### src/hdl/phy_regs_pkg.sv
package phy_regs_pkg;

  localparam logic [7:0] status_offset = 8'hb8;
  localparam logic [7:0] id_high_offset = 8'hbc;
  localparam logic [7:0] id_low_offset = 8'hc0;
  localparam logic [7:0] adv_offset = 8'hc4;
  localparam logic [7:0] partner_offset = 8'hc8;

  localparam int ten_full_duplex_capable_bit = 12;
  localparam int ten_half_duplex_capable_bit = 11;
  localparam int autoneg_complete_bit = 5;
  localparam int remote_fault_flag_bit = 4;
  localparam int autoneg_capable_bit = 3;
  localparam int link_status_bit = 2;
  localparam int jabber_latched_bit = 1;
  localparam int extended_regs_present_bit = 0;

  localparam int oui_lower_bits_lsb = 10;
  localparam int model_lsb = 4;
  localparam int revision_lsb = 0;

  localparam logic [15:0] adv_reset = 16'h05e1;
  localparam logic [15:0] adv_write_mask = 16'h25e0;
  localparam logic [4:0] selector_field = 5'h01;

  localparam logic [15:0] partner_keep_mask = 16'he7ff;
  localparam logic [15:0] partner_reset = 16'h0000;

endpackage : phy_regs_pkg

### src/hdl/status_latch_if.sv
`timescale 1ns/100ps
interface status_latch_if;
  logic remote_fault_evt;
  logic link_up;
  logic jabber_evt;
  logic speed_10;
  logic read_clear;
  logic remote_fault_flag;
  logic link_status;
  logic jabber_latched;

  modport owner (
    output remote_fault_evt,
    output link_up,
    output jabber_evt,
    output speed_10,
    output read_clear,
    input remote_fault_flag,
    input link_status,
    input jabber_latched
  );

  modport latch (
    input remote_fault_evt,
    input link_up,
    input jabber_evt,
    input speed_10,
    input read_clear,
    output remote_fault_flag,
    output link_status,
    output jabber_latched
  );
endinterface : status_latch_if

### src/hdl/status_latches.sv
`timescale 1ns/100ps
module status_latches (
  input wire logic clk_i,
  input wire logic rst_n_i,
  status_latch_if.latch lat
);

  logic link_fail_seen;

  ////////////////////////////////////////////////////////////////////////////
  // An event in the clearing cycle wins, so no remote fault, and no jabber while speed_10 is high, is ever lost.
  always_ff @(posedge clk_i or negedge rst_n_i)
  begin
    if (!rst_n_i)
      lat.remote_fault_flag <= 1'b0;
    else
      lat.remote_fault_flag <= lat.remote_fault_evt |
        (lat.remote_fault_flag & ~lat.read_clear);
  end

  always_ff @(posedge clk_i or negedge rst_n_i)
  begin
    if (!rst_n_i)
      lat.jabber_latched <= 1'b0;
    else
      lat.jabber_latched <= (lat.jabber_evt & lat.speed_10) |
        (lat.jabber_latched & ~lat.read_clear);
  end

  ////////////////////////////////////////////////////////////////////////////
  // A failure stays visible until read, then the live link shows again.
  always_ff @(posedge clk_i or negedge rst_n_i)
  begin
    if (!rst_n_i)
      link_fail_seen <= 1'b0;
    else
      link_fail_seen <= ~lat.link_up |
        (link_fail_seen & ~lat.read_clear);
  end

  assign lat.link_status = lat.link_up & ~link_fail_seen;

endmodule : status_latches

### src/hdl/phy_status_id_autoneg_regs.sv
`timescale 1ns/100ps
module phy_status_id_autoneg_regs #(
  parameter logic [15:0] oui_upper_bits = 16'h5a3c, // Arbitrary value.
  parameter logic [5:0] oui_lower_bits = 6'h15, // Arbitrary value.
  parameter logic [5:0] model_number = 6'h0a, // Arbitrary value.
  parameter logic [3:0] revision_number = 4'h3 // Arbitrary value.
) (
  input wire logic sys_clk_i,
  input wire logic rst_n_i,
  input wire logic [7:0] csr_addr_i,
  input wire logic csr_rd_i,
  input wire logic csr_wr_i,
  input wire logic [31:0] csr_wdata_i,
  output logic [31:0] csr_rdata_o,
  output logic csr_rd_ack_o,
  input wire logic xcvr_reset_i,
  input wire logic autoneg_restart_i,
  input wire logic autoneg_done_i,
  input wire logic remote_fault_i,
  input wire logic link_up_i,
  input wire logic jabber_i,
  input wire logic speed_10_i,
  input wire logic partner_word_valid_i,
  input wire logic [15:0] partner_word_i,
  output logic [15:0] adv_word_o,
  output logic autoneg_complete_o
);

  logic rst_sync_a;
  logic rst_n;
  logic [15:0] adv_bits;
  logic [15:0] partner_bits;
  logic autoneg_complete;
  logic [15:0] next_rdata;
  logic status_read;

  status_latch_if lat ();

  ////////////////////////////////////////////////////////////////////////////
  // Reset is released through two flops so no register leaves reset
  // on a partial edge.
  always_ff @(posedge sys_clk_i or negedge rst_n_i)
  begin
    if (!rst_n_i)
    begin
      rst_sync_a <= 1'b0;
      rst_n <= 1'b0;
    end
    else
    begin
      rst_sync_a <= 1'b1;
      rst_n <= rst_sync_a;
    end
  end

  ////////////////////////////////////////////////////////////////////////////
  function automatic logic hit(input logic [7:0] addr,
                               input logic [7:0] offset);
    hit = (addr == offset);
  endfunction : hit

  assign status_read = csr_rd_i & hit(csr_addr_i, phy_regs_pkg::status_offset);

  ////////////////////////////////////////////////////////////////////////////
  // Latched status flags live in their own module.
  assign lat.remote_fault_evt = remote_fault_i;
  assign lat.link_up = link_up_i;
  assign lat.jabber_evt = jabber_i;
  assign lat.speed_10 = speed_10_i;
  assign lat.read_clear = status_read;

  status_latches u_latches (
    .clk_i(sys_clk_i),
    .rst_n_i(rst_n),
    .lat(lat)
  );

  ////////////////////////////////////////////////////////////////////////////
  // Completion drops at once on a restart, before the new result arrives.
  always_ff @(posedge sys_clk_i or negedge rst_n)
  begin
    if (!rst_n)
      autoneg_complete <= 1'b0;
    else if (xcvr_reset_i | autoneg_restart_i)
      autoneg_complete <= 1'b0;
    else
      autoneg_complete <= autoneg_done_i;
  end

  assign autoneg_complete_o = autoneg_complete;

  ////////////////////////////////////////////////////////////////////////////
  // Only the ability flags take writes; the fixed fields are rebuilt
  // from constants so a write can never disturb them.
  always_ff @(posedge sys_clk_i or negedge rst_n)
  begin
    if (!rst_n)
      adv_bits <= phy_regs_pkg::adv_reset & phy_regs_pkg::adv_write_mask;
    else if (xcvr_reset_i)
      adv_bits <= phy_regs_pkg::adv_reset & phy_regs_pkg::adv_write_mask;
    else if (csr_wr_i & hit(csr_addr_i, phy_regs_pkg::adv_offset))
      adv_bits <= csr_wdata_i[15:0] & phy_regs_pkg::adv_write_mask;
  end

  // keep the writable flags; keeps bits 15 and 9 at zero.
  assign adv_word_o = adv_bits |
                      {11'h000, phy_regs_pkg::selector_field};

  ////////////////////////////////////////////////////////////////////////////
  // Partner bits hold the last received code word with bits 12 and 11 cleared; a restart or
  // transceiver reset forgets it so stale abilities are never shown.
  always_ff @(posedge sys_clk_i or negedge rst_n)
  begin
    if (!rst_n)
      partner_bits <= phy_regs_pkg::partner_reset;
    else if (xcvr_reset_i | autoneg_restart_i)
      partner_bits <= phy_regs_pkg::partner_reset;
    else if (partner_word_valid_i)
      partner_bits <= partner_word_i & phy_regs_pkg::partner_keep_mask;
  end

  ////////////////////////////////////////////////////////////////////////////
  // Read mux; unmapped offsets read zero.
  always_comb
  begin
    next_rdata = 16'h0000;
    unique case (csr_addr_i)
      phy_regs_pkg::status_offset:
      begin
        next_rdata[phy_regs_pkg::ten_full_duplex_capable_bit] = 1'b1;
        next_rdata[phy_regs_pkg::ten_half_duplex_capable_bit] = 1'b1;
        next_rdata[phy_regs_pkg::autoneg_complete_bit] =
          autoneg_complete;
        next_rdata[phy_regs_pkg::remote_fault_flag_bit] =
          lat.remote_fault_flag;
        next_rdata[phy_regs_pkg::autoneg_capable_bit] = 1'b1;
        next_rdata[phy_regs_pkg::link_status_bit] = lat.link_status;
        next_rdata[phy_regs_pkg::jabber_latched_bit] =
          lat.jabber_latched;
        next_rdata[phy_regs_pkg::extended_regs_present_bit] = 1'b1;
      end
      phy_regs_pkg::id_high_offset:
        next_rdata = oui_upper_bits;
      phy_regs_pkg::id_low_offset:
      begin
        next_rdata[15:phy_regs_pkg::oui_lower_bits_lsb] =
          oui_lower_bits;
        next_rdata[phy_regs_pkg::oui_lower_bits_lsb - 1:
                   phy_regs_pkg::model_lsb] = model_number;
        next_rdata[phy_regs_pkg::model_lsb - 1:
                   phy_regs_pkg::revision_lsb] = revision_number;
      end
      phy_regs_pkg::adv_offset:
        next_rdata = adv_word_o;
      phy_regs_pkg::partner_offset:
        next_rdata = partner_bits;
      default:
        next_rdata = 16'h0000;
    endcase
  end

  ////////////////////////////////////////////////////////////////////////////
  // The upper half is driven zero; software must not rely on it.
  always_ff @(posedge sys_clk_i or negedge rst_n)
  begin
    if (!rst_n)
      csr_rdata_o <= 32'h0000_0000;
    else if (csr_rd_i)
      csr_rdata_o <= {16'h0000, next_rdata};
  end

  always_ff @(posedge sys_clk_i or negedge rst_n)
  begin
    if (!rst_n)
      csr_rd_ack_o <= 1'b0;
    else
      csr_rd_ack_o <= csr_rd_i;
  end

endmodule : phy_status_id_autoneg_regs

### config.mk
export PLATFORM = sky130hd
export DESIGN_NAME = phy_status_id_autoneg_regs
export DESIGN_NICKNAME = d
export VERILOG_FILES = /design/src/hdl/phy_regs_pkg.sv /design/src/hdl/status_latch_if.sv /design/src/hdl/status_latches.sv /design/src/hdl/phy_status_id_autoneg_regs.sv
export SDC_FILE = /design/constraint.sdc
export NUM_CORES = 1
export LEC_CHECK = 0
export BUFFER_PORTS_ARGS = -buffer_cell sky130_fd_sc_hd__buf_2
export CAP_MARGIN = 5
export CORE_UTILIZATION = 30
export CTS_CLUSTER_DIAMETER = 50
export DETAILED_ROUTE_END_ITERATION = 10
export PLACE_DENSITY = 0.59
export SYNTH_ARGS = -nofsm -noshare
export SYNTH_HDL_FRONTEND = slang
export SYNTH_SLANG_ARGS = --single-unit
### constraint.sdc
create_clock -name sys_clk_i -period 1.46 [get_ports sys_clk_i]
set_input_delay 0.219 -clock sys_clk_i [delete_from_list [all_inputs] [get_ports sys_clk_i]]
set_output_delay 0.219 -clock sys_clk_i [all_outputs]
set_load 0.05 [all_outputs]
* After elaboration in Yosys (flattened, before gate mapping)
Index checks and enable logic that the tools add are counted.
** Word-level totals
- Register bits :: 55
** Cells by class
- Reduce and logical (&&, ||, !) cells :: 4
- Equality and inequality tests :: 5
- Bitwise operators :: 14
- Multiplexer cells :: 9
** Operators with widths (number)
- $mux W16 :: 4
- $eq A8 B8 Y1 const B :: 5
- $pmux W6 S5 :: 1
- $pmux W5 S4 :: 1
- $pmux W3 S3 :: 1
- $pmux W2 S4 :: 1
- $and A1 B1 Y1 :: 7
- $or A1 B1 Y1 :: 4
- $reduce_bool A2 Y1 :: 2
- $reduce_or A2 Y1 :: 2
- $not A1 Y1 :: 3
- $mux W1 :: 1

* Depth between registers and ports, before layout
Gate-level depths: netlist of run 1.
- Depth after elaboration :: 5
- Gate-level depth with buffers :: 6
- Depth with buffers taken out :: 4

* Cells and area by module
Synthesis of run 1 repeated with hierarchy kept, for this count alone.
** Second synthesis, totals
- Cells, all modules :: 220
- Area, all modules :: 2163.3 µm²
** By module, submodules not included
- phy_status_id_autoneg_regs :: times used 1, cells an instance 211, seq. area each 1007.2 µm², area an instance 2052.0 µm²
- status_latches :: times used 1, cells an instance 9, seq. area each 75.1 µm², area an instance 111.4 µm²

* Worst setup path after synthesis of run 1
OpenSTA, ideal clock, no wires.
- Kind :: input to register
- Start :: input port csr_addr_i[6]
- End :: register u_latches.link_fail_seen
- Arrival time :: 1.154 ns
- Path slack :: 0.187 ns
- Cell stages on the path :: 4
- Required time :: 1.341 ns
- Setup time :: 0.119 ns
- Cell sequence :: and4b_2 > nand2_2 > or3_4 > a21bo_1
** Between the ends
- Cells in the longest elaborated chain, start to end :: 5
** RTL lines
- start, declared :: line phy_status_id_autoneg_regs.sv:10 : input wire logic [7:0] csr_addr_i,
- $eq A8 B8 Y1 :: line phy_status_id_autoneg_regs.sv:59 : hit = (addr == offset);
- $and A1 B1 Y1 :: line phy_status_id_autoneg_regs.sv:62 : assign status_read = csr_rd_i & hit(csr_addr_i, phy_regs_pkg::status_offset);
- $not A1 Y1 :: line status_latches.sv:38 : (link_fail_seen & ~lat.read_clear);
- $and A1 B1 Y1 :: line status_latches.sv:38
- $or A1 B1 Y1 :: line status_latches.sv:37 : link_fail_seen <= ~lat.link_up |
- end signal, assigned :: line status_latches.sv:37
- end, declared :: line status_latches.sv:8 : logic link_fail_seen;
No other way between the ends.
A chain may end at the register's enable or synchronous reset.

* Final worst setup path of run 1
- Start :: register adv_bits[5]
- End :: output port adv_word_o[5]
** RTL lines
- start, declared :: line phy_status_id_autoneg_regs.sv:31 : logic [15:0] adv_bits;
- start signal, assigned :: line phy_status_id_autoneg_regs.sv:98 : adv_bits <= phy_regs_pkg::adv_reset & phy_regs_pkg::adv_write_mask;
- start signal, assigned :: line phy_status_id_autoneg_regs.sv:100 : adv_bits <= phy_regs_pkg::adv_reset & phy_regs_pkg::adv_write_mask;
- start signal, assigned :: line phy_status_id_autoneg_regs.sv:102 : adv_bits <= csr_wdata_i[15:0] & phy_regs_pkg::adv_write_mask;
- end, declared :: line phy_status_id_autoneg_regs.sv:25 : output logic [15:0] adv_word_o,
No word-level cell between the ends.

==> results of run 1 <==
[synth_stat cells (all sizes together), types with 2 or more instances]
| library cell | count | share of area |
|---|---|---|
| a21boi | 3 | 0.011 |
| a21o | 3 | 0.011 |
| a21oi | 10 | 0.024 |
| a22oi | 5 | 0.018 |
| buf | 29 | 0.099 |
| clkbuf | 7 | 0.012 |
| conb | 2 | 0.0035 |
| dfrtp | 38 | 0.45 |
| dfstp | 5 | 0.062 |
| inv | 18 | 0.032 |
| mux2i | 15 | 0.071 |
| nand2 | 7 | 0.014 |
| nand2b | 4 | 0.012 |
| nand3 | 3 | 0.0071 |
| nor2 | 24 | 0.044 |
| nor3 | 6 | 0.014 |
| o2111ai | 2 | 0.0083 |
| o21ai | 4 | 0.0094 |
| o22ai | 9 | 0.027 |
| o32ai | 3 | 0.012 |
[cells in the final DEF (no fill, tap or decap), types with 2 or more instances in the layout]
cell type,instances
nand2_1,6
inv_1,16
dfstp_2,5
o21ai_1,4
a22oi_1,5
a21o_1,3
nor3_1,6
dfrtp_1,38
o32ai_1,3
nand2b_1,4
buf_4,10
o22ai_1,9
a21oi_1,10
inv_2,2
buf_2,63
conb_1,27
nand3_1,3
o2111ai_1,2
clkbuf_8,5
mux2i_1,15
nor2_1,23
a21boi_0,2
[power by group through the flow]
| stage | Sequential (mW) | Clock (mW) | Combinational, mW |
|---|---|---|---|
| floorplan | 1.27 | 0 | 0.298 |
| global placement | 1.25 | 0 | 0.374 |
| detailed placement | 1.25 | 0 | 0.378 |
| CTS | 1.22 | 0.954 | 0.380 |
| global route | 1.23 | 1.00 | 0.409 |
| finish | 1.22 | 0.925 | 0.377 |
[registers in the layout (all words and copies together) (netlist names)]
register,count
autoneg_complete_o,1
u_latches.link_fail_seen,1
u_latches.lat.remote_fault_flag,1
rst_sync_a,1
u_latches.lat.jabber_latched,1
csr_rd_ack_o,1
csr_rdata_o,16
rst_n,1
adv_bits,6
partner_bits,14
[final cells by class]
cell class | count | area [µm²]
sequential | 43 | 1080
multi-input combinational | 140 | 828
clock inverter | 3 | 43.8
tap | 96 | 120
fill | 713 | 4180
inverter | 18 | 67.6
clock buffer | 5 | 68.8
timing repair buffer | 74 | 400
[final timing paths]
| kind | startpoint | depth (start not counted) | end | slack, ps |
|---|---|---|---|---|
| max reg2reg | u_latches.link_fail_seen | 4 | csr_rdata_o[2] | 380 |
| max | adv_bits[5] | 1 | adv_word_o[5] | 130 |
| max in group asynchronous | rst_n | 1 | adv_bits[10] | 770 |
| min reg2reg | rst_n | 1 | csr_rdata_o[3] | 300 |
| min in group asynchronous | rst_n_i | 2 | rst_sync_a | 220 |
| min | remote_fault_i | 2 | u_latches.lat.remote_fault_flag | 90 |
[cell families after synthesis]
logic type / count (synthesis) / share of synthesized area
other cells: 2 / 0.00354
buf+inv: 54 / 0.143
mux: 15 / 0.0708
compound gates: 46 / 0.148
simple gates: 52 / 0.124
flops: 43 / 0.510
[per-stage QoR]
stage / setup slack (ps) / power, mW
6_report: 134 / 2.52
5_1_grt: 94.8 / 2.64
4_1_cts: 117 / 2.56
3_5_place_dp: 49.9 / 1.62
3_3_place_gp: 58.2 / 1.62
2_1_floorplan: 183 / 1.57
[metal layers]
layer | up-vias | track usage
met5 | - | 0
met4 | 0 | 0.0621
met3 | 11 | 0.0375
met2 | 75 | 0.211
met1 | 755 | 0.190
li1 | 810 | -
==> summary.md, run 1 <==
| Metric | Value |
|---|---|
| Outcome | completed |
| FF+latch count, synth | 43 |
| Routed vias | approximately 1700 |
| Initial drt markers | 139 |
| Area growth, synth to finish | 23.1% |
| First-pass GRT wire length | roughly 7900 µm |
| Vias in the first global route | 1560 |
| Post-route setup TNS | 0 ps |
| Worst Skew | about 7 ps |
| I/O pin cnt | 118 |
| Comb pwr share | 0.149 |
| Initial antenna violation count | 0 |
| Post-CTS Hold Buffers | 1 |
| Number of synthesized flops with an enable pin | 0 |
| Area of the core | roughly 6800 µm² |
| Startpoint Class | flip-flop |
| Final ANT Viol Nets | 0 |
| # resized after CTS | 0 |
| Mapped cell area | approximately 2100 µm² |
| Worst skew pair latency | around 300 ps |
| Post-route cell area | 2610 µm² |
| CP peak stage delay | between 500 and 600 ps |
| Final hold violations | 0 |
| # DRC | 0 |
| Power share of the clock group | 0.367 |
| Die height | between 80 and 90 µm |
| Max-Cap Viols | 0 |
| Worst-path cell chain | buf_2 |
| Sw Ratio | 0.282 |
| Root buf cell | clkbuf_8 |
| Met2 wire length | between 2000 and 2500 µm |
| Clk sinks | 43 |
| Final Max Slew Viols | 0 |
| Netlist cell types | 40 |
| Syn Inst Count | 212 |
| Hold crit path type | in2reg |
| Met1 WL | 2240 µm |
| Nets | 350 |
| Leak | ~1.3 nW |
| Pwr dens | just under 1000 nW/µm² |
| DR top layer | met4 |
| Final hold slack | between 80 and 90 ps |
| Crit share post-route | 0.908 |
| Diode count | 0 |
| Syn_area_per_cell | about 10 µm² |
| Dpl cells | 370 |
| Placed Area | around 2500 µm² |
| I/O Buffers | 63 |
| Fin cells | 379 |
| Die X | 86.1 µm |
| CTS tree | yes |
| Gpl congestion | between 0.8 and 0.9 |
| Total Routing Usage GR | 0.141 |
| Initial Utilization | 0.312 |
| Post CTS Setup Buffer Count | 0 |
| Row cnt | 30 |
| Slew Limit Headroom | 0.652 |
| NetSw | about 0.71 mW |
| Fin util | 0.384 |
| Post-DP HPWL | 3670 µm |
| Worst Path Arrival | about 1100 ps |
| DR vias/cell | approximately 4.4 |
| CP delay by family, top | flip-flops |
| Min Tclk post-route | ~1300 ps |
| RSZ-0062 raised after global routing | no |
| Routed len/inst | approximately 13 µm |
| Max VDD drop | 0.000552 V |
| Slew at the pin closest to its max-slew limit | 522 ps |
| Worst-path clk slew | approximately 80 ps |
| Sequential element share of the synthesized area | 0.510 |
| CP Class | reg2out |
| GRT Residual Overflow | 0 |
| Sequential share of power | 0.484 |
| Largest net degree at the start of global routing | 42 |
| Final WL | ~4800 µm |
| Fraction of registers with async set/reset | 1.00 |
| Critical path endpoint category | output pin |
| CP max FO | 3 |
| Warnings, synthesis | 0 |
| Fmax | 0.754 GHz |
| Top_reg_cell synth | dfrtp_1 |
| CP max stage cell | dfstp_2 |
| Bufs and invs on worst path | 1 |
| Final setup violation count | 0 |
| Cell internal pwr | between 1.5 and 2 mW |
| WL met3 | around 320 µm |
| Drt pass-1 iters | 4 |
| TritonCTS buffer count | 5 |
| Clock buffer depth | 2 |
| DIE AREA | 7410 µm² |
| Ratio of cells with drive above 1 in the final layout | 0.329 |
| H-Tree Depth | 2 |
| CP required | about 1200 ps |
Note: power is estimated with default switching activity, not from simulation.
==> run 2, diff against run 1 <==
- clock period: 1.46 -> 1.4 ns (I/O delays scaled with it)
==> run 2 against run 1 <==
Against the previous run: sequential power rose by 5%; first-iteration DRC count shrank 24%; cell count increased by 0.26%; critical endpoint is now adv_word_o[6]; highest routed layer unchanged.
==> summary.md, run 2 (same netlist as run 1, synthesis figures left out) <==
| Metric | Value |
|---|---|
| Dpl cells | 371 (was 370) |
| Commonest cells after routing, fill and taps aside | buf_2, dfrtp_1, conb_1 (unchanged) |
| CP delay by family, top | flip-flops (unchanged) |
| Worst-path clk slew | 80 ps (about the same) |
| Max-Cap Viols | 0 (unchanged) |
| RSZ-0062 raised after global routing | no (unchanged) |
| Worst-path cell chain | buf_2 (unchanged) |
| NetSw | 0.713 mW (was 0.711 mW) |
| Clk sinks | 43 (unchanged) |
| Hold crit path type | in2reg (unchanged) |
| Critical path endpoint category | output pin (unchanged) |
| Largest net degree at the start of global routing | 42 (unchanged) |
| I/O Buffers | 63 (unchanged) |
| Power share of the clock group | 0.325 (was 0.367) |
| Initial drt markers | 106 (was 139) |
| Total Routing Usage GR | 0.140 (was 0.141) |
| Fin cells | 380 (was 379) |
| DIE AREA | 7410 µm² (unchanged) |
| Max reg flops | 16 (unchanged) |
| Crit share post-route | 0.941 |
| Root buf cell | clkbuf_8 (unchanged) |
| Post-DP HPWL | 3720 µm (was 3670 µm) |
| Final ANT Viol Nets | 0 (unchanged) |
| RR Startpoint | u_latches.link_fail_seen (unchanged) |
| Row cnt | 30 (unchanged) |
| CP Class | reg2out (unchanged) |
| I/O pin cnt | 118 (unchanged) |
| Final WL | 4770 µm (was 4800 µm) |
| Drt pass-1 iters | 4 (unchanged) |
| Fmax | 0.759 GHz |
| Sw Ratio | 0.288 (was 0.282) |
| CP peak stage delay | 550 ps (about the same) |
| Reg2Reg Depth | 4 (unchanged) |
| Reg with most FFs | csr_rdata_o (unchanged) |
| Clock buffer depth | 2 (unchanged) |
| Die X | 86.1 µm (unchanged) |
| Cell internal pwr | 1.76 mW (was 1.81 mW) |
| # DRC | 0 (unchanged) |
| GRT Residual Overflow | 0 (unchanged) |
| Min-delay src | remote_fault_i (unchanged) |
| Routed vias | 1651 (unchanged) |
| Die height | 86.1 µm (unchanged) |
| Biggest regs | csr_rdata_o (16), partner_bits (14), adv_bits (6) (unchanged) |
| Fin util | 0.384 (about the same) |
| Hold Path Cell Cnt | 2 (unchanged) |
| Critical Path Source | adv_bits[6] (was adv_bits[5]) |
| Final setup violation count | 0 (unchanged) |
| Initial antenna violation count | 0 (unchanged) |
| Sequential share of power | 0.515 (was 0.484) |
| CP max FO | 3 (unchanged) |
| Worst Skew | 5.26 ps (was 6.99 ps) |
| Final hold violations | 0 (unchanged) |
| Outcome | completed (unchanged) |
| Diode count | 0 (unchanged) |
| CTS tree | yes (unchanged) |
| Routed len/inst | 12.6 µm (was 12.7 µm) |
| DR vias/cell | 4.34 (was 4.36) |
| Max VDD drop | 0.000410 V (was 0.000552 V) |
| Final Max Slew Viols | 0 (unchanged) |
| First-pass GRT wire length | 7910 µm (unchanged) |
| Startpoint Class | flip-flop (unchanged) |
| Worst skew pair latency | 290 ps (was 300 ps) |
| Ratio of cells with drive above 1 in the final layout | 0.327 (was 0.329) |
| Bufs and invs on worst path | 1 (unchanged) |
| Initial Utilization | 0.312 (unchanged) |
| CP max stage cell | dfstp_2 (unchanged) |
| CP required | 1190 ps (was 1240 ps) |
| Pwr dens | 949 nW/µm² (was 967 nW/µm²) |
| H-Tree Depth | 2 (unchanged) |
| Comb pwr share | 0.160 (was 0.149) |
| Post CTS Setup Buffer Count | 0 (unchanged) |
| Vias in the first global route | 1654 (was 1560) |
| Critical Path Stages | 1 (unchanged) |
| Nets | 351 (was 350) |
| Setup ws final | 82.3 ps (was 134 ps) |
| Worst Path Arrival | 1110 ps (about the same) |
| Min Tclk post-route | approximately 1300 ps |
| TritonCTS buffer count | 5 (unchanged) |
| Area growth, synth to finish | 23.1% (about the same) |
| Leading cell type in the layout, fill and taps excluded | buf_2 (unchanged) |
| Area of the core | 6790 µm² (unchanged) |
| Dpl ws | -1.44 ps (was 49.9 ps) |
| Gpl congestion | 0.848 (was 0.843) |
| Leak | 1.29 nW (about the same) |
==> run 2: changes by cell type in the layout (fill, tap and decap cells not counted), sizes merged <==
cell,delta
buf,+1
bufinv,-1
clkbuf,+2
clkinv,-1
==> run 2: layout make-up <==
| class | instances | area [µm²] |
|---|---|---|
| clock buffers | 7 | 86.3 |
| flip-flops and latches | 43 | 1080 |
| fillers | 713 | 4180 |
| multi-input cells | 140 | 828 |
| clock inverters | 1 | 5.00 |
| well taps | 96 | 120 |
| repair buffers | 75 | 420 |
| inverters | 18 | 67.6 |
==> run 2: metrics by stage <==
step	hold WS, ps	area [µm²]	power [mW]	TNS [ps]
after global placement	-3.36	2510	1.69	0
after CTS	89.9	2610	2.50	0
final	93.0	2610	2.48	0
after floorplan	-85.6	2210	1.64	0
after global routing	108	2610	2.59	0
after detailed placement	1.39	2510	1.70	-1.44
==> run 2: power groups by stage <==
stage	logic [mW]	registers, mW	clock network, mW
after detailed placement	0.397	1.30	0
final	0.396	1.28	0.804
after global placement	0.395	1.30	0
after CTS	0.400	1.28	0.827
after global routing	0.431	1.28	0.876
after floorplan	0.310	1.33	0
==> run 2: path summary, 6_finish.rpt <==
kind                                                   end  slack [ps]
max                                          adv_word_o[6]          80
min                        u_latches.lat.remote_fault_flag          90
max reg2reg                                 csr_rdata_o[2]         330
min reg2reg                                partner_bits[4]         240
max in group asynchronous                     adv_bits[10]         880
min in group asynchronous                       rst_sync_a         220
==> run 2: per-layer routing <==
| metal | global-route usage | share of wire | wire, µm |
|---|---|---|---|
| met1 | 0.184 | 0.46 | 2200 |
| met3 | 0.0414 | 0.059 | 281 |
| met4 | 0.0667 | 0.026 | 125 |
| met5 | 0 | 0 | 0 |
| met2 | 0.210 | 0.45 | 2160 |
==> run 2: repair_timing <==
action,4_1_cts,5_1_grt
hold buffers,1,0
hold endpoints to repair,2,0
resized for setup,0,0
==> run 3, diff against run 2 <==
- CTS_BUF_LIST: default -> sky130_fd_sc_hd__clkbuf_4
==> run 3 against run 2 <==
Against the previous run: wire length rose by 1.3%; non-clock buffer count stayed put; final area is 0.96% lower; clock skew up 1.8 ps; register-to-register slack got worse by 50 ps; first-iteration DRC count shrank 1.9%; hold slack got worse by 57 ps; sequential share of layout area increased by 0.40 points; critical path depth unchanged; combinational power about the same; clock power shrank 27%; utilization down 0.37 points; critical endpoint is now adv_word_o[7]; largest cell class unchanged.
==> summary.md, run 3 (same netlist as run 1, synthesis figures left out) <==
| Metric | Value |
|---|---|
| Initial antenna violation count | 0 (unchanged) |
| Routed len/inst | 12.7 µm (was 12.6 µm) |
| Max reg flops | 16 (unchanged) |
| CTS tree | yes (unchanged) |
| I/O Buffers | 63 (unchanged) |
| DIE AREA | 7410 µm² (unchanged) |
| Ratio of cells with drive above 1 in the final layout | 0.327 (unchanged) |
| Min Tclk post-route | 1350 ps (was 1320 ps) |
| Final Max Slew Viols | 0 (unchanged) |
| Crit share post-route | 0.961 (was 0.941) |
| Root buf cell | clkbuf_4 (was clkbuf_8) |
| Final ANT Viol Nets | 0 (unchanged) |
| Worst Skew | 7.11 ps (was 5.26 ps) |
| Total Routing Usage GR | 0.140 (about the same) |
| H-Tree Depth | 2 (unchanged) |
| Worst skew pair latency | 350 ps (was 290 ps) |
| Post-DP HPWL | 3720 µm (unchanged) |
| Max-Cap Viols | 0 (unchanged) |
| Final WL | 4830 µm (was 4770 µm) |
| Critical Path Stages | 1 (unchanged) |
| Reg2Reg Depth | 4 (unchanged) |
| CP delay by family, top | flip-flops (unchanged) |
| Bufs and invs on worst path | 1 (unchanged) |
| Biggest regs | csr_rdata_o (16), partner_bits (14), adv_bits (6) (unchanged) |
| Clk sinks | 43 (unchanged) |
| Critical path endpoint category | output pin (unchanged) |
| Reg with most FFs | csr_rdata_o (unchanged) |
| First-pass GRT wire length | 7950 µm (was 7910 µm) |
| Hold Path Cell Cnt | 2 (unchanged) |
| CP required | 1190 ps (about the same) |
| # DRC | 0 (unchanged) |
| Worst-path clk slew | 110 ps (was 80 ps) |
| Initial Utilization | 0.312 (unchanged) |
| Fmax | 0.743 GHz (was 0.759 GHz) |
| Final hold slack | 35.9 ps (was 93.0 ps) |
| Diode count | 0 (unchanged) |
| Leak | 1.28 nW (was 1.29 nW) |
| Fin util | 0.380 (was 0.384) |
| TritonCTS buffer count | 5 (unchanged) |
| Gpl congestion | 0.848 (unchanged) |
| Row cnt | 30 (unchanged) |
| Die X | 86.1 µm (unchanged) |
| Vias in the first global route | 1665 (was 1654) |
| CP peak stage delay | 570 ps (was 550 ps) |
| DR vias/cell | 4.37 (was 4.34) |
| Startpoint Class | flip-flop (unchanged) |
| Pwr dens | 874 nW/µm² (was 949 nW/µm²) |
| Post-route cell area | 2580 µm² (was 2610 µm²) |
| Area growth, synth to finish | 21.9% (was 23.1%) |
| Drt pass-1 iters | 4 (unchanged) |
| I/O pin cnt | 118 (unchanged) |
| Initial drt markers | 104 (was 106) |
| RSZ-0062 raised after global routing | no (unchanged) |
| Nets | 351 (unchanged) |
| Placed Area | 2510 µm² (unchanged) |
| Post CTS Setup Buffer Count | 0 (unchanged) |
| Pwr Total | 2.26 mW (was 2.48 mW) |
| Dpl cells | 371 (unchanged) |
| Worst-path cell chain | clkbuf_4 (was buf_2) |
| CP max FO | 3 (unchanged) |
| Clock buffer depth | 2 (unchanged) |
| Leading cell type in the layout, fill and taps excluded | buf_2 (unchanged) |
| Commonest cells after routing, fill and taps aside | buf_2, dfrtp_1, conb_1 (unchanged) |
| Post-route setup TNS | 0 ps (unchanged) |
| Area of the core | 6790 µm² (unchanged) |
| Die height | 86.1 µm (unchanged) |
| Final setup violation count | 0 (unchanged) |
| Dpl ws | -1.44 ps (unchanged) |
| GRT Residual Overflow | 0 (unchanged) |
| Fin cells | 380 (unchanged) |
| CP max stage cell | dfstp_2 (unchanged) |
| Setup ws final | 54.8 ps (was 82.3 ps) |
| Largest net degree at the start of global routing | 42 (unchanged) |
| Routed vias | 1660 (was 1651) |
| Max VDD drop | 0.000407 V (was 0.000410 V) |
| Worst Path Arrival | 1140 ps (was 1110 ps) |
| Final hold violations | 0 (unchanged) |
| Hold crit path type | in2reg (unchanged) |
| CP Class | reg2out (unchanged) |
| Outcome | completed (unchanged) |
## run 3: changes by cell type in the layout (fill, tap and decap cells not counted)
cell	change
buf_2	-5
clkbuf_4	+9
clkinv_1	+1
buf_4	+2
clkbuf_1	-1
clkbuf_8	-6
## run 3: worst paths after layout
| kind | to | slack (ps) | from |
|---|---|---|---|
| worst min-delay path | u_latches.lat.remote_fault_flag | 40 | remote_fault_i |
| worst min register to register | partner_bits[9] | 240 | rst_n |
| worst max register to register | csr_rdata_o[2] | 280 | u_latches.link_fail_seen |
| max in group asynchronous | adv_bits[7] | 880 | rst_n |
| worst max-delay path | adv_word_o[7] | 50 | adv_bits[7] |
| min in group asynchronous | rst_n | 160 | rst_n_i |
## run 3: layout make-up
| class | count | area [µm²] |
|---|---|---|
| Clock buffer | 6 | 45.0 |
| Multi-Input combinational cell | 140 | 828 |
| Sequential cell | 43 | 1080 |
| Clock inverter | 2 | 8.76 |
| Timing Repair Buffer | 75 | 433 |
| Inverter | 18 | 67.6 |
| Tap cell | 96 | 120 |
| Fill cell | 713 | 4210 |
## run 3: report_power, final
group / total, mW / internal [mW] / switching [mW]
Combinational: 0.398 / 0.102 / 0.295
Sequential: 1.28 / 1.26 / 0.0128
Clock: 0.585 / 0.208 / 0.376
## run 3: timing repair
action                                  in CTS  in global routing
resized for setup                            2                  3
pin swaps                                    0                  0
hold endpoints to repair                     2                  0
endpoints found under the setup margin       2                  3
hold buffers                                 1                  0
## run 3: routing by layer
layer  track usage  up-vias  share of wire
li1              -      817              -
met1         0.183      763           0.46
met2         0.211       66           0.45
met3        0.0423       14          0.061
met4        0.0667        0          0.034
met5             0        -              0
